`src/shared/comparator_pkg.sv`:
```
// Constants, register map and types of the comparator control block.
`default_nettype none

package comparator_pkg;

    // Register indices and their Avalon byte addresses.
    localparam logic [7:0] CONVERTER_CONTROL_B_INDEX = 8'h03;
    localparam logic [7:0] COMPARATOR_CONTROL_INDEX  = 8'h08;
    localparam logic [7:0] DIGITAL_INPUT_OFF_INDEX   = 8'h14;
    localparam logic [7:0] EVENT_STATUS_INDEX        = 8'h18;
    localparam logic [7:0] EVENT_CLEAR_INDEX         = 8'h19;
    localparam logic [7:0] EVENT_ENABLE_INDEX        = 8'h1a;

    localparam int         ADDR_W = 8;
    localparam int         DATA_W = 32;
    localparam int         BE_W   = 4;

    localparam logic [ADDR_W-1:0] CONVERTER_CONTROL_B_ADDR =
        {CONVERTER_CONTROL_B_INDEX[5:0], 2'b00};
    localparam logic [ADDR_W-1:0] COMPARATOR_CONTROL_ADDR  =
        {COMPARATOR_CONTROL_INDEX[5:0], 2'b00};
    localparam logic [ADDR_W-1:0] DIGITAL_INPUT_OFF_ADDR   =
        {DIGITAL_INPUT_OFF_INDEX[5:0], 2'b00};
    localparam logic [ADDR_W-1:0] EVENT_STATUS_ADDR        =
        {EVENT_STATUS_INDEX[5:0], 2'b00};
    localparam logic [ADDR_W-1:0] EVENT_CLEAR_ADDR         =
        {EVENT_CLEAR_INDEX[5:0], 2'b00};
    localparam logic [ADDR_W-1:0] EVENT_ENABLE_ADDR        =
        {EVENT_ENABLE_INDEX[5:0], 2'b00};

    // Converter control B fields.
    localparam int MUX_ENABLE_BIT  = 6;
    localparam int TRIGGER_W       = 3;

    // Comparator control and status fields.
    localparam int POWER_OFF_BIT   = 7;
    localparam int BANDGAP_BIT     = 6;
    localparam int RESULT_BIT      = 5;
    localparam int IRQ_FLAG_BIT    = 4;
    localparam int IRQ_ENABLE_BIT  = 3;
    localparam int MODE_LSB        = 0;
    localparam int MODE_W          = 2;

    // Digital input disable fields.
    localparam int BUFFER_OFF_W    = 6;
    localparam int POSITIVE_OFF_BIT = 0;
    localparam int NEGATIVE_OFF_BIT = 1;

    // Event status layout.
    localparam int STATUS_W        = 2;
    localparam int MATCH_EVENT_BIT = 0;
    localparam int TOGGLE_EVENT_BIT = 1;

    localparam int CHANNEL_W       = 2;
    localparam int SYNC_W          = 3;
    localparam int SYNC_RESULT     = 0;
    localparam int SYNC_POSITIVE   = 1;
    localparam int SYNC_NEGATIVE   = 2;

    typedef enum logic [1:0] {
        MODE_TOGGLE   = 2'b00,
        MODE_RESERVED = 2'b01,
        MODE_FALLING  = 2'b10,
        MODE_RISING   = 2'b11
    } irq_mode_t;

    typedef enum logic [2:0] {
        SEL_NONE      = 3'b000,
        SEL_CONV_B    = 3'b001,
        SEL_CONTROL   = 3'b010,
        SEL_INPUT_OFF = 3'b011,
        SEL_STATUS    = 3'b100,
        SEL_CLEAR     = 3'b101,
        SEL_ENABLE    = 3'b110
    } reg_sel_t;

endpackage : comparator_pkg

`default_nettype wire

```
`src/rtl/signal_sync.sv`:
```
// Two-stage synchroniser for asynchronous level inputs.
`default_nettype none

module signal_sync #(
    parameter int WIDTH = 1
) (
    // Clock and reset.
    input  wire logic             clk,
    input  wire logic             reset,
    // Levels.
    input  wire logic [WIDTH-1:0] async_in,
    output logic      [WIDTH-1:0] sync_out
);

    typedef struct packed {
        logic [WIDTH-1:0] first;
        logic [WIDTH-1:0] second;
    } sync_state_t;

    sync_state_t st;
    sync_state_t next_st;

    always_comb begin
        next_st        = st;
        next_st.first  = async_in;
        next_st.second = st.first;
    end

    // The stages keep sampling through reset, so that the level is settled
    // when reset ends and no false edge follows it.
    always_ff @(posedge clk) begin
        st <= next_st;
    end

    assign sync_out = st.second;

endmodule : signal_sync

`default_nettype wire

```
`src/rtl/analog_comparator_control.sv`:
```
// Register, synchronisation and event logic around the analog comparator.
`default_nettype none

module analog_comparator_control (
    // Clock and reset.
    input  wire logic                                clk,
    input  wire logic                                reset,
    // Avalon-MM slave.
    input  wire logic [comparator_pkg::ADDR_W-1:0]   avs_address,
    input  wire logic                                avs_read,
    input  wire logic                                avs_write,
    input  wire logic [comparator_pkg::DATA_W-1:0]   avs_writedata,
    input  wire logic [comparator_pkg::BE_W-1:0]     avs_byteenable,
    output logic      [comparator_pkg::DATA_W-1:0]   avs_readdata,
    output logic                                     avs_waitrequest,
    // Analog side.
    input  wire logic                                comparator_raw,
    input  wire logic                                positive_pin_level,
    input  wire logic                                negative_pin_level,
    output logic                                     comparator_power_off,
    output logic                                     bandgap_select,
    output logic                                     negative_from_mux,
    output logic      [comparator_pkg::CHANNEL_W-1:0] negative_channel,
    output logic      [comparator_pkg::BUFFER_OFF_W-1:0] input_buffer_off,
    output logic                                     positive_pin_read,
    output logic                                     negative_pin_read,
    // Converter and processor side.
    input  wire logic                                converter_enable,
    input  wire logic [comparator_pkg::CHANNEL_W-1:0] channel_select,
    input  wire logic                                global_irq_enable,
    input  wire logic                                irq_vector_taken,
    output logic      [comparator_pkg::TRIGGER_W-1:0] trigger_source_select,
    output logic                                     irq_request,
    output logic                                     irq
);

    typedef struct packed {
        logic                                     mux_enable;
        logic [comparator_pkg::TRIGGER_W-1:0]     trigger;
        logic                                     power_off;
        logic                                     bandgap;
        logic                                     flag;
        logic                                     irq_enable;
        comparator_pkg::irq_mode_t                mode;
        logic [comparator_pkg::BUFFER_OFF_W-1:0]  buffer_off;
        logic                                     result_prev;
        logic [comparator_pkg::STATUS_W-1:0]      status;
        logic [comparator_pkg::STATUS_W-1:0]      status_enable;
        logic                                     waitrequest;
        logic [comparator_pkg::DATA_W-1:0]        readdata;
        logic                                     neg_from_mux;
        logic [comparator_pkg::CHANNEL_W-1:0]     neg_channel;
        logic                                     pos_read;
        logic                                     neg_read;
        logic                                     irq_request;
        logic                                     irq;
    } state_t;

    function automatic comparator_pkg::reg_sel_t decode(
        input logic [comparator_pkg::ADDR_W-1:0] addr
    );
        comparator_pkg::reg_sel_t sel;
        sel = comparator_pkg::SEL_NONE;
        if (addr == comparator_pkg::CONVERTER_CONTROL_B_ADDR) begin
            sel = comparator_pkg::SEL_CONV_B;
        end else if (addr == comparator_pkg::COMPARATOR_CONTROL_ADDR) begin
            sel = comparator_pkg::SEL_CONTROL;
        end else if (addr == comparator_pkg::DIGITAL_INPUT_OFF_ADDR) begin
            sel = comparator_pkg::SEL_INPUT_OFF;
        end else if (addr == comparator_pkg::EVENT_STATUS_ADDR) begin
            sel = comparator_pkg::SEL_STATUS;
        end else if (addr == comparator_pkg::EVENT_CLEAR_ADDR) begin
            sel = comparator_pkg::SEL_CLEAR;
        end else if (addr == comparator_pkg::EVENT_ENABLE_ADDR) begin
            sel = comparator_pkg::SEL_ENABLE;
        end
        return sel;
    endfunction : decode

    state_t                             st;
    state_t                             next_st;
    logic [comparator_pkg::SYNC_W-1:0]  synced;
    logic                               result;
    logic                               changed;
    logic                               match;
    logic                               request;
    logic                               commit;
    logic                               write_low;
    logic                               flag_clear;
    logic [comparator_pkg::STATUS_W-1:0] events;
    logic [comparator_pkg::STATUS_W-1:0] status_clear;
    logic [7:0]                         wbyte;
    logic [7:0]                         rbyte;
    comparator_pkg::reg_sel_t           sel;

    // The analog result and both pin levels are resynchronised here.
    signal_sync #(
        .WIDTH (comparator_pkg::SYNC_W)
    ) u_sync (
        .clk      (clk),
        .reset    (reset),
        .async_in ({negative_pin_level, positive_pin_level, comparator_raw}),
        .sync_out (synced)
    );

    always_comb begin
        next_st      = st;
        result       = synced[comparator_pkg::SYNC_RESULT];
        sel          = decode(avs_address);
        wbyte        = avs_writedata[7:0];
        request      = avs_read || avs_write;
        commit       = request && !st.waitrequest;
        write_low    = avs_write && commit && avs_byteenable[0];

        // Events come from comparing the result with its last value.
        changed      = result != st.result_prev;
        next_st.result_prev = result;
        unique case (st.mode)
            comparator_pkg::MODE_TOGGLE:   match = changed;
            comparator_pkg::MODE_RESERVED: match = 1'b0;
            comparator_pkg::MODE_FALLING:  match = changed && !result;
            comparator_pkg::MODE_RISING:   match = changed && result;
        endcase

        // Register writes take effect on the committing edge.
        flag_clear   = irq_vector_taken;
        status_clear = '0;
        if (write_low) begin
            unique case (sel)
                comparator_pkg::SEL_CONV_B: begin
                    next_st.mux_enable =
                        wbyte[comparator_pkg::MUX_ENABLE_BIT];
                    next_st.trigger =
                        wbyte[comparator_pkg::TRIGGER_W-1:0];
                end
                comparator_pkg::SEL_CONTROL: begin
                    next_st.power_off =
                        wbyte[comparator_pkg::POWER_OFF_BIT];
                    next_st.bandgap =
                        wbyte[comparator_pkg::BANDGAP_BIT];
                    next_st.irq_enable =
                        wbyte[comparator_pkg::IRQ_ENABLE_BIT];
                    next_st.mode = comparator_pkg::irq_mode_t'(
                        wbyte[comparator_pkg::MODE_LSB +:
                              comparator_pkg::MODE_W]);
                    if (wbyte[comparator_pkg::IRQ_FLAG_BIT]) begin
                        flag_clear = 1'b1;
                    end
                end
                comparator_pkg::SEL_INPUT_OFF: begin
                    next_st.buffer_off =
                        wbyte[comparator_pkg::BUFFER_OFF_W-1:0];
                end
                comparator_pkg::SEL_CLEAR: begin
                    status_clear = wbyte[comparator_pkg::STATUS_W-1:0];
                end
                comparator_pkg::SEL_ENABLE: begin
                    next_st.status_enable =
                        wbyte[comparator_pkg::STATUS_W-1:0];
                end
                default: begin
                end
            endcase
        end

        // A new event wins over a clear in the same cycle.
        next_st.flag = match || (st.flag && !flag_clear);
        events = '0;
        events[comparator_pkg::MATCH_EVENT_BIT]  = match;
        events[comparator_pkg::TOGGLE_EVENT_BIT] = changed;
        next_st.status = events | (st.status & ~status_clear);
        next_st.irq    = |(st.status & st.status_enable);
        next_st.irq_request =
            st.flag && st.irq_enable && global_irq_enable;

        // Negative input selection and pin reads.
        next_st.neg_from_mux = st.mux_enable && !converter_enable;
        next_st.neg_channel  = channel_select;
        next_st.pos_read = synced[comparator_pkg::SYNC_POSITIVE] &&
            !st.buffer_off[comparator_pkg::POSITIVE_OFF_BIT];
        next_st.neg_read = synced[comparator_pkg::SYNC_NEGATIVE] &&
            !st.buffer_off[comparator_pkg::NEGATIVE_OFF_BIT];

        // Read data is latched on the same edge that drops waitrequest.
        rbyte = '0;
        unique case (sel)
            comparator_pkg::SEL_CONV_B: begin
                rbyte[comparator_pkg::MUX_ENABLE_BIT] = st.mux_enable;
                rbyte[comparator_pkg::TRIGGER_W-1:0]  = st.trigger;
            end
            comparator_pkg::SEL_CONTROL: begin
                // Bit 2 is left at zero.
                rbyte[comparator_pkg::POWER_OFF_BIT]  = st.power_off;
                rbyte[comparator_pkg::BANDGAP_BIT]    = st.bandgap;
                rbyte[comparator_pkg::RESULT_BIT]     = result;
                rbyte[comparator_pkg::IRQ_FLAG_BIT]   = st.flag;
                rbyte[comparator_pkg::IRQ_ENABLE_BIT] = st.irq_enable;
                rbyte[comparator_pkg::MODE_LSB +: comparator_pkg::MODE_W] =
                    st.mode;
            end
            comparator_pkg::SEL_INPUT_OFF: begin
                rbyte[comparator_pkg::BUFFER_OFF_W-1:0] = st.buffer_off;
            end
            comparator_pkg::SEL_STATUS: begin
                rbyte[comparator_pkg::STATUS_W-1:0] = st.status;
            end
            comparator_pkg::SEL_ENABLE: begin
                rbyte[comparator_pkg::STATUS_W-1:0] = st.status_enable;
            end
            default: begin
            end
        endcase
        if (avs_read && st.waitrequest) begin
            next_st.readdata = {24'h00_0000, rbyte};
        end
        next_st.waitrequest = !(request && st.waitrequest);
    end

    always_ff @(posedge clk) begin
        if (reset) begin
            st             <= '0;
            st.waitrequest <= 1'b1;
            st.result_prev <= synced[comparator_pkg::SYNC_RESULT];
        end else begin
            st <= next_st;
        end
    end

    assign avs_readdata          = st.readdata;
    assign avs_waitrequest       = st.waitrequest;
    assign comparator_power_off  = st.power_off;
    assign bandgap_select        = st.bandgap;
    assign negative_from_mux     = st.neg_from_mux;
    assign negative_channel      = st.neg_channel;
    assign input_buffer_off      = st.buffer_off;
    assign positive_pin_read     = st.pos_read;
    assign negative_pin_read     = st.neg_read;
    assign trigger_source_select = st.trigger;
    assign irq_request           = st.irq_request;
    assign irq                   = st.irq;
endmodule : analog_comparator_control

`default_nettype wire

```
`config.mk`:
```
export PLATFORM = sky130hd
export DESIGN_NAME = analog_comparator_control
export DESIGN_NICKNAME = d
export VERILOG_FILES = /design/src/shared/comparator_pkg.sv /design/src/rtl/signal_sync.sv /design/src/rtl/analog_comparator_control.sv
export SDC_FILE = /design/constraint.sdc
export NUM_CORES = 1
export LEC_CHECK = 0
export BUFFER_PORTS_ARGS = -buffer_cell sky130_fd_sc_hd__buf_2
export CAP_MARGIN = 10
export CORE_MARGIN = 1.5
export CORE_UTILIZATION = 30
export DETAILED_ROUTE_END_ITERATION = 8
export PLACE_DENSITY = 0.55
export SYNTH_ARGS = -nofsm -noshare
export SYNTH_HDL_FRONTEND = slang
export SYNTH_SLANG_ARGS = --single-unit
```
`constraint.sdc`:
```
create_clock -name clk -period 4.4 [get_ports clk]
set_input_delay 0.22 -clock clk [delete_from_list [all_inputs] [get_ports clk]]
set_output_delay 0.22 -clock clk [all_outputs]
set_load 0.02 [all_outputs]
```
After elaboration in Yosys (flattened, before gate mapping). Cells that the tools add are included.

Register bits after elaboration: 43. Output and inout bits: 51.

Equality and inequality tests: 16. Mux-type cells: 17. Bitwise operators: 4. Reduce and logical (&&, ||, !) cells: 28.

Operators with widths (number): 8-bit by 7-bit == test with 1-bit output, second input constant (4); 3-bit two-way mux (6); 1-bit logical AND (13); 2-bit case mux with 5 select lines (1); 3-bit == test, second input constant (3); 8-bit by 4-bit == test with 1-bit output, second input constant (1); 8-bit by 6-bit == test with 1-bit output, second input constant (1); 2-bit AND reduction (4); 1-bit logical NOT (7); 3-bit by 2-bit == test with 1-bit output, second input constant (2); 3-bit case mux with 2 select lines (1); 2-bit AND (2); 2-bit == test, second input constant (2); 1-bit two-way mux (4); 2-bit two-way mux (2); 1-bit case mux with 2 select lines (2); 1-bit case mux with 4 select lines (1); 3-bit by 1-bit == test with 1-bit output, second input constant (1); 2-bit by 1-bit == test with 1-bit output, second input constant (1); 2-bit logical NOT (1); 1-bit logical OR (2); 2-bit NOT (1); 2-bit OR (1); 2-bit OR reduction (1); 1-bit inequality test (1).

Longest topological paths before layout. Gate-level depths: netlist of run 1.

Depth after elaboration: 13. Depth in mapped cells: 6. Mapped depth without buffers: 5.

Hierarchy. A second synthesis of run 1 with hierarchy kept.

Cells, all modules: 218. Area total of the unflattened synthesis: 2042.0 um2.

By module, submodules not included: analog_comparator_control (times used 1, cells an instance 212, area each 1921.8 um2, sequential area each 740.7 um2); signal_sync (times used 1, cells an instance 6, area each 120.1 um2, sequential area each 120.1 um2).

Worst setup path after synthesis of run 1. Ideal clock, no wire load.

Path kind: input-to-reg. From: input port avs_address[3] (netlist bit). To: register st (netlist bit bandgap_select). Setup time: 128 ps. Arrival time: 1706 ps. Setup slack: 2566 ps. Cell stages on the path: 6. Path through: or4_4 -> buf_6 -> or4_4 -> nor2_8 -> mux2i_1 -> nor2_1.

Word-level cells in the longest chain between the ends: 9. Elaborated cells between the ends (all ways): 14. Those cells by class: 7 x eq/ne; 6 x mux; 1 x reduce/logical.

RTL lines: start: declaration (line analog_comparator_control.sv:9) `input wire logic [comparator_pkg::ADDR_W-1:0] avs_address,`; 8-bit by 7-bit == test with 1-bit output (line analog_comparator_control.sv:74) `end else if (addr == comparator_pkg::EVENT_ENABLE_ADDR) begin`; 3-bit two-way mux (line analog_comparator_control.sv:74); 3-bit two-way mux (line analog_comparator_control.sv:72) `end else if (addr == comparator_pkg::EVENT_CLEAR_ADDR) begin`; 3-bit two-way mux (line analog_comparator_control.sv:70) `end else if (addr == comparator_pkg::EVENT_STATUS_ADDR) begin`; 3-bit two-way mux (line analog_comparator_control.sv:68) `end else if (addr == comparator_pkg::DIGITAL_INPUT_OFF_ADDR) begin`; 3-bit two-way mux (line analog_comparator_control.sv:66) `end else if (addr == comparator_pkg::COMPARATOR_CONTROL_ADDR) begin`; 3-bit two-way mux * (line analog_comparator_control.sv:64) `if (addr == comparator_pkg::CONVERTER_CONTROL_B_ADDR) begin`; 3-bit by 2-bit == test with 1-bit output * (line analog_comparator_control.sv:129) `unique case (sel)`; 2-bit AND reduction (no source line) *; end signal: assignment (line analog_comparator_control.sv:225) `st <= next_st;`; end: declaration (line analog_comparator_control.sv:80) `state_t st;`.

Every way passes the cells marked *; elsewhere a longest branch is shown, timed or not. A chain may end at the register's enable or synchronous reset.

Worst setup path in the final report of run 1.
From: register st (netlist bit avs_waitrequest). To: register st (netlist bit input_buffer_off[1]).

Word-level cells in the longest chain between the ends: 5.

RTL lines: 1-bit logical NOT (line analog_comparator_control.sv:112) `commit = request && !st.waitrequest;`; 1-bit logical AND (line analog_comparator_control.sv:112); 1-bit logical AND (2 in series) (line analog_comparator_control.sv:113) `write_low = avs_write && commit && avs_byteenable[0];`; 2-bit AND reduction (no source line).

Every way passes these cells.

==> impl_metrics.py, run 1 <==
metrics = {
    "run_status": {
        "status": "finished with violations",
        "violations": "design-rule violations",
    },
    "timing": {
        "slew_viol_final": 0,
        "fin_crit_sh": 0.440,
        "setup_violations": 0,
        "relSlewSlack": 0.537,
        "fmax_mhz": 516,
        "setup-tns-final_ns": 0,
        "fin_worst_skew_ns": 0.00536,
        "setup_ws_ns": 2.46,
        "finalCriticalPeriod_ns": 1.94,
        "hold_violations": 0,
        "grt_setup_unrepaired": "false",
        "max_slew.worst_pin.slew_ns": 0.689,
    },
    "global_routing": {
        "grt_pass1_wl_um": 7000,
        "grt_overflow": 0,
        "grt_pass1_vias": 1394,
        "antenna_found_initial": 0,
        "grt_max_degree": 32,
        "grt_usage": 0.123,
    },
    "yosys": {
        "synth_compound_area_frac": 0.0886,
        "async_reset_ff_frac": 0,
        "yosysTopAreaCell": "dfxtp_1",
        "syn_area_um2": 2030,
        "ys.flop_type": "dfxtp_1",
        "synth_cell_type_count": 39,
        "synthCells": 219,
        "yosys-mux-area-fraction": 0.0836,
        "synthAdderAreaFrac": 0,
        "avgSynthCellArea_um2": 9.29,
        "synth_top_family_by_area": "simple AND/OR/NAND/NOR gates",
        "ys_warn_count": 0,
        "ys_seq_area_frac": 0.423,
        "ys_ff_latch": 43,
        "yosys-top-cells-area": "dfxtp_1, buf_4, mux2i_1",
        "synthXorXnorAreaFrac": 0,
        "yosys.area_share.simple": 0.215,
        "synth_top_cell_area_share": 0.423,
        "synth-edff-count": 0,
    },
    "critical_path": {
        "cp.arrival_ns": 2.09,
        "worstReg2RegStart": "avs_waitrequest",
        "critPathKind": "reg -> reg",
        "rrSetupSlack_ns": 2.46,
        "r2r-end": "input_buffer_off[1]",
        "worst_setup_path_end_kind": "flip-flop",
        "crit_fanout": 6,
        "startpoint_type": "flip-flop",
        "crit_required_ns": 4.56,
        "r2r_cells": 4,
    },
    "power_and_ir_drop": {
        "ir_drop_uv": 211,
        "leakage_nw": 0.984,
        "power_density_nw_per_um2": 339,
        "totalPowerFinal_uw": 757,
    },
    "final_layout": {
        "fin_cells": 330,
        "most-common-layout-cells": "buf_2, dfxtp_1, conb_1",
        "seq_area_um2": 861,
        "drive_above_1_share": 0.277,
        "multiInputGateArea_um2": 877,
        "finalInstanceArea_um2": 2230,
        "fillers": 706,
        "area_growth_pct": 9.72,
        "antenna_cells": 0,
        "final_common_cell": "buf_2",
        "num-nets-final": 308,
    },
    "place": {
        "placed_cells": 322,
        "numPortBuffers": 55,
        "hpwl_um": 3260,
        "gp_congestion": 0.821,
        "pre_cts_slack_ns": 2.39,
        "dpl_cell_area_um2": 2130,
    },
    "routing": {
        "drc": 4,
        "final_antenna_net_count": 0,
        "vias": 1501,
        "drt_pre_antenna_iters": 6,
        "wl_per_cell_um": 13.0,
        "drt_iter0_markers": 89,
        "routed_via_density": 4.55,
        "wl_um": 4280,
    },
    "floorplan": {
        "initial_core_util": 0.315,
        "coreArea_um2": 6460,
        "die_height_um": 85.4,
        "rows": 29,
        "die_x_um": 85.4,
        "io_pins": 107,
        "dieArea_um2": 7280,
    },
    "cts": {
        "insertion_delay_ns": 0.28,
        "cts_hold_buffers": 0,
        "clkTransAtPathRegs_ns": 0.08,
        "cts_tree": "yes",
        "post-cts-setup-buffers": 0,
        "clock-sinks": 43,
        "h-tree-depth": 2,
        "cts_max_path_buffers": 2,
        "root_buffer": "clkbuf_8",
        "cts_made_buffers": 5,
        "cts_resized": 0,
    },
    "worst_hold_path": {
        "worstHoldPathCells": 1,
        "worstHoldStart": "comparator_raw",
        "min_path_type": "in -> reg",
        "min_to": "u_sync.next_st[0]",
    },
    "job": {
        "cap_violations": 0,
    },
}
## cell usage after synthesis, types with 2 or more instances
master and n:
nand3b_1 5, a221oi_1 4, buf_4 43, nor3b_1 3, mux2i_1 17, nor2_1 23, clkbuf_1 8, or4_4 2
nor4_1 4, a21oi_1 7, nand2_1 13, nor2b_1 2, nand4b_1 2, dfxtp_1 43, or3_1 2, inv_1 5
o21ai_0 7, nor3_1 6, nand2b_1 3
## layer usage
layer | global-route usage | share of wire | routed length, um
met5 | 0 | 0 | 0
met2 | 0.182 | 0.44 | 1880
met3 | 0.0467 | 0.080 | 343
met1 | 0.167 | 0.47 | 2030
met4 | 0.0352 | 0.0063 | 27
## metrics by stage
step,util,hold WS [ns]
after global routing,0.346,0.00769
final,0.346,0.0280
after CTS,0.346,0.0216
after floorplan,-,0.248
after detailed placement,0.330,0.313
after global placement,0.330,0.310
## state kept, by name, indices dropped and copies added (netlist names)
register,count
avs_readdata,8
avs_waitrequest,1
st,10
comparator_power_off,1
trigger_source_select,3
negative_from_mux,1
u_sync.next_st,3
positive_pin_read,1
input_buffer_off,6
irq,1
u_sync.sync_out,3
irq_request,1
bandgap_select,1
negative_channel,2
negative_pin_read,1
## report_power, final
part / total, mW / internal, mW / switching [mW]
logic: 0.0774 / 0.0227 / 0.0547
clock network: 0.275 / 0.143 / 0.132
registers: 0.405 / 0.400 / 0.00529
total: 0.757 / 0.565 / 0.192
## worst max-delay path, stage by stage (launching register included)
cell	delay [ns]
dfxtp_1	0.35
nand3b_1	0.41
nor4_4	0.74
mux2i_1	0.26
nor2_1	0.05
## worst max path at each step
stage / from / end / slack [ns] / depth (start not counted)
after detailed placement: avs_address[2] / input_buffer_off[1] / 2.39 / 5
after CTS: avs_waitrequest / input_buffer_off[1] / 2.47 / 4
after floorplan: avs_address[3] / bandgap_select / 2.57 / 6
after global routing: avs_waitrequest / input_buffer_off[4] / 2.30 / 4
after global placement: avs_address[2] / st[52] / 2.39 / 6
final: avs_waitrequest / input_buffer_off[1] / 2.46 / 4
## cell families after synthesis
kind of cell | count (synthesis)
simple gates | 74
buf+inv | 57
flops | 43
compound gates | 27
mux | 17
other cells | 1
## final cells by class
cell class | instances | area share
clock buffer | 7 | 0.0432
clock inverter | 1 | 0.00336
inverter | 5 | 0.00841
multi-input combinational | 142 | 0.393
sequential | 43 | 0.386
tap | 77 | 0.0432
timing repair buffer | 55 | 0.123
Power figures use the tool's default switching activity.
==> run 2: changes to the inputs <==
clock period = 1.8 ns   (was 4.4 ns; I/O delays follow)
==> run 2 against run 1 <==
Compared with the run above:
- the flow still finishes with violations (design-rule violations)
- clock-buffer cell count shrank 2
- register-to-register slack lost 2.2 ns
- maximum frequency grew 23%
- sequential share of layout area shrank 2.4 points
- clock power grew 130%
- design area grew 6.6%
- critical path depth grew 2
- hold slack lost 0.0092 ns
- largest power group unchanged
- highest routed layer unchanged
==> impl_metrics.py, run 2 (synthesis results as in run 1) <==
metrics = {
    "critical_path": {
        "worst_setup_path_end_kind": "flip-flop",
        "crit_fanout": 5,
        "cp_cell_sequence": "nand3b_1, buf_4, nor4_4, buf_4, mux2i_1, nor2_1",
        "critPathKind": "reg -> reg",
        "crit_slowest_cell": "dfxtp_1",
        "slowest_delay_ns": 0.35,
        "path_delay_family": "simple AND/OR/NAND/NOR gates",
        "crit_required_ns": 1.98,
        "path_common_cell": "buf_4",
        "startpoint_type": "flip-flop",
        "cp.arrival_ns": 1.76,
        "critPathBufInv": 2,
    },
    "cts": {
        "cts_tree": "yes",
        "insertion_delay_ns": 0.29,
        "post-cts-setup-buffers": 0,
        "cts_max_path_buffers": 2,
        "clkTransAtPathRegs_ns": 0.09,
        "cts_resized": 0,
        "cts_made_buffers": 5,
        "root_buffer": "clkbuf_8",
        "cts_hold_buffers": 6,
        "clock-sinks": 43,
        "h-tree-depth": 2,
    },
    "global_routing": {
        "antenna_found_initial": 0,
        "grt_max_degree": 18,
        "grt_pass1_wl_um": 7220,
        "grt_overflow": 0,
        "grt_pass1_vias": 1454,
        "grt_usage": 0.125,
    },
    "timing": {
        "hold_violations": 0,
        "relSlewSlack": 0.615,
        "fin_crit_sh": 0.874,
        "slew_viol_final": 0,
        "setup_violations": 0,
        "max_slew.worst_pin.slew_ns": 0.573,
        "fmax_mhz": 636,
        "fin_worst_skew_ns": 0.00494,
        "grt_setup_unrepaired": "false",
        "finalCriticalPeriod_ns": 1.57,
        "setup-tns-final_ns": 0,
    },
    "floorplan": {
        "dieArea_um2": 7280,
        "initial_core_util": 0.315,
        "die_height_um": 85.4,
        "coreArea_um2": 6460,
        "die_x_um": 85.4,
        "io_pins": 107,
        "rows": 29,
    },
    "final_layout": {
        "finalInstanceArea_um2": 2380,
        "post-route-util": 0.368,
        "seq_area_um2": 861,
        "largest_register_ffs": 10,
        "top_register": "st",
        "final_common_cell": "buf_2",
        "fillers": 684,
        "antenna_cells": 0,
        "num-nets-final": 327,
        "most-common-layout-cells": "buf_2, dfxtp_1, conb_1",
        "multiInputGateArea_um2": 877,
        "drive_above_1_share": 0.305,
        "fin_cells": 349,
        "area_growth_pct": 16.9,
    },
    "power_and_ir_drop": {
        "totalPowerFinal_mw": 1.83,
        "leakage_nw": 1.06,
        "ir_drop_uv": 449,
        "power_density_nw_per_um2": 770,
    },
    "routing": {
        "drt_iter0_markers": 84,
        "routed_via_density": 4.48,
        "vias": 1565,
        "final_antenna_net_count": 0,
        "drc": 4,
        "wl_per_cell_um": 12.9,
        "drt_pre_antenna_iters": 6,
        "wl_um": 4510,
    },
    "place": {
        "placed_cells": 335,
        "hpwl_um": 3470,
        "gp_congestion": 0.828,
        "dpl_cell_area_um2": 2230,
        "numPortBuffers": 55,
    },
    "run_status": {
        "status": "finished with violations",
        "violations": "design-rule violations",
    },
    "worst_hold_path": {
        "min_path_type": "in -> reg",
    },
    "job": {
        "cap_violations": 0,
    },
}
==> run 2: layout make-up <==
| type | instances | share of cell area |
|---|---|---|
| Clock buffer | 5 | 0.0289 |
| Clock inverter | 3 | 0.00999 |
| Inverter | 5 | 0.00789 |
| Multi-Input combinational cell | 142 | 0.369 |
| Sequential cell | 43 | 0.362 |
| Tap cell | 77 | 0.0405 |
| Timing Repair Buffer | 74 | 0.182 |
==> run 2: through the flow <==
step | setup WS, ns | hold slack [ns]
floorplan | 0.0964 | 0.118
global placement | 0.0184 | 0.192
detailed placement | 0.00593 | 0.194
CTS | 0.237 | 0.00710
global route | 0.123 | 0.0441
finish | 0.227 | 0.0187
==> run 2: final timing paths <==
path / from / endpoint / slack (ns) / depth (start not counted)
hold / removal: avs_write / avs_waitrequest / 0.02 / 2
setup / recovery: avs_waitrequest / input_buffer_off[3] / 0.23 / 6
setup reg to reg: avs_waitrequest / input_buffer_off[3] / 0.23 / 6
hold reg to reg: u_sync.next_st[1] / u_sync.sync_out[1] / 0.33 / 0
==> run 2: metal layers <==
layer | routed length (um) | up-vias | track usage
met3 | 308 | 2 | 0.0428
met1 | 2160 | 717 | 0.164
met2 | 2020 | 50 | 0.197
met5 | 0 | - | 0
met4 | 19 | 0 | 0.0308
li1 | - | 796 | -
==> run 2: report_power, final <==
part	switching (mW)	internal (mW)	total [mW]
Combinational	0.139	0.0725	0.212
Clock	0.353	0.278	0.630
Sequential	0.0126	0.977	0.989
Total	0.505	1.33	1.83
==> run 3: changes to the inputs <==
RECOVER_POWER = 25   (was not set)
==> run 3 against run 2 <==
Compared with the run above:
- the flow still finishes with violations (design-rule violations)
- hold slack is the same
- via count is the same
- flip-flop and latch count is the same
- utilization is essentially flat
- routed wire length is essentially flat
- critical path depth is the same
==> impl_metrics.py, run 3 (synthesis results as in run 1) <==
metrics = {
    "run_status": {
        "status": "finished with violations",
        "violations": "design-rule violations",
    },
    "final_layout": {
        "finalInstanceArea_um2": 2380,
        "num-nets-final": 327,
        "largest_register_ffs": 10,
        "most-common-layout-cells": "buf_2, dfxtp_1, conb_1",
        "post-route-util": 0.368,
        "final_common_cell": "buf_2",
        "area_growth_pct": 16.8,
        "drive_above_1_share": 0.298,
        "antenna_cells": 0,
        "top_register": "st",
    },
    "timing": {
        "grt_setup_unrepaired": "false",
        "relSlewSlack": 0.615,
        "fin_worst_skew_ns": 0.00494,
        "finalCriticalPeriod_ns": 1.57,
        "hold_violations": 0,
        "fin_crit_sh": 0.874,
        "max_slew.worst_pin.slew_ns": 0.573,
        "fmax_mhz": 636,
        "setup-tns-final_ns": 0,
        "setup_violations": 0,
        "slew_viol_final": 0,
        "setup_ws_ns": 0.227,
    },
    "floorplan": {
        "dieArea_um2": 7280,
        "coreArea_um2": 6460,
        "die_height_um": 85.4,
        "initial_core_util": 0.315,
        "rows": 29,
        "die_x_um": 85.4,
        "io_pins": 107,
    },
    "worst_hold_path": {
        "min_to": "avs_waitrequest",
        "worstHoldStart": "avs_write",
        "worstHoldPathCells": 2,
        "min_path_type": "in -> reg",
    },
    "cts": {
        "cts_tree": "yes",
        "h-tree-depth": 2,
        "cts_max_path_buffers": 2,
        "cts_made_buffers": 5,
        "root_buffer": "clkbuf_8",
        "clock-sinks": 43,
        "insertion_delay_ns": 0.29,
        "clkTransAtPathRegs_ns": 0.09,
        "cts_resized": 0,
    },
    "critical_path": {
        "path_delay_family": "simple AND/OR/NAND/NOR gates",
        "crit_slowest_cell": "dfxtp_1",
        "crit_start": "avs_waitrequest",
        "worstReg2RegStart": "avs_waitrequest",
        "r2r_cells": 6,
        "rrSetupSlack_ns": 0.23,
        "slowest_delay_ns": 0.35,
        "cp_cell_sequence": "nand3b_1, buf_4, nor4_4, buf_4, mux2i_1, nor2_1",
        "crit_fanout": 5,
        "crit_required_ns": 1.98,
        "critPathBufInv": 2,
        "cp.arrival_ns": 1.76,
        "startpoint_type": "flip-flop",
        "path_common_cell": "buf_4",
        "critPathKind": "reg -> reg",
        "worst_setup_path_end_kind": "flip-flop",
        "r2r-end": "input_buffer_off[3]",
    },
    "place": {
        "numPortBuffers": 55,
        "gp_congestion": 0.828,
        "dpl_cell_area_um2": 2230,
        "pre_cts_slack_ns": 0.00593,
        "hpwl_um": 3470,
    },
    "power_and_ir_drop": {
        "power_density_nw_per_um2": 771,
        "ir_drop_uv": 449,
        "totalPowerFinal_mw": 1.83,
        "leakage_nw": 1.06,
    },
    "global_routing": {
        "grt_max_degree": 18,
        "antenna_found_initial": 0,
        "grt_overflow": 0,
        "grt_pass1_wl_um": 7220,
        "grt_pass1_vias": 1454,
        "grt_usage": 0.125,
    },
    "routing": {
        "routed_via_density": 4.48,
        "vias": 1565,
        "wl_per_cell_um": 12.9,
        "drt_iter0_markers": 84,
        "drc": 4,
        "wl_um": 4510,
        "final_antenna_net_count": 0,
        "drt_pre_antenna_iters": 6,
    },
    "job": {
        "cap_violations": 0,
    },
}
==> run 3: changes by cell type in the layout (fill, tap and decap cells not counted) <==
cell	previous run	this run
buf_2	55	53
clkbuf_1	0	2
==> run 3: through the flow <==
step	hold slack [ns]	std cells
2_1_floorplan	0.118	242
3_3_place_gp	0.192	335
3_5_place_dp	0.194	335
4_1_cts	0.00710	349
5_1_grt	0.0441	349
6_report	0.0187	349
==> run 3: layout make-up <==
type / instances / area [um^2]
inverter: 5 / 18.8
sequential: 43 / 861
clock buffer: 5 / 68.8
tap: 77 / 96.3
multi-input combinational: 142 / 877
clock inverter: 3 / 23.8
timing repair buffer: 74 / 430
fill: 684 / 4080
==> run 3: worst max-delay path by stage <==
| stage | to | slack (ns) | cells after the start |
|---|---|---|---|
| final | input_buffer_off[3] | 0.23 | 6 |
| after global routing | input_buffer_off[4] | 0.12 | 6 |
| after global placement | st[52] | 0.02 | 6 |
| after floorplan | bandgap_select | 0.1 | 6 |
| after CTS | input_buffer_off[3] | 0.24 | 6 |
| after detailed placement | comparator_power_off | 0.006 | 6 |
==> run 3: repair_timing <==
action | 4_1_cts | 5_1_grt
hold endpoints to repair | 6 | 0
buffers inserted | 0 | 0
hold buffers | 6 | 0
==> run 3: worst register-to-register path, stage by stage, from the launching register on <==
cell and delay, ns:
dfxtp_1 0.35, nand3b_1 0.18, buf_4 0.19, nor4_4 0.30, buf_4 0.19, mux2i_1 0.20, nor2_1 0.05
==> run 3: layer usage <==
metal	wire length [um]	vias up	GRT usage	share of wire
met5	0	-	0	0
met4	19	0	0.0308	0.0042
met3	308	2	0.0428	0.068
met2	2020	50	0.197	0.45
met1	2160	717	0.164	0.48
li1	-	796	-	-
==> run 3: where the power goes <==
group,switching (mW),total [mW],internal (mW)
combinational,0.139,0.211,0.0722
sequential,0.0126,0.989,0.977
clock,0.353,0.630,0.278
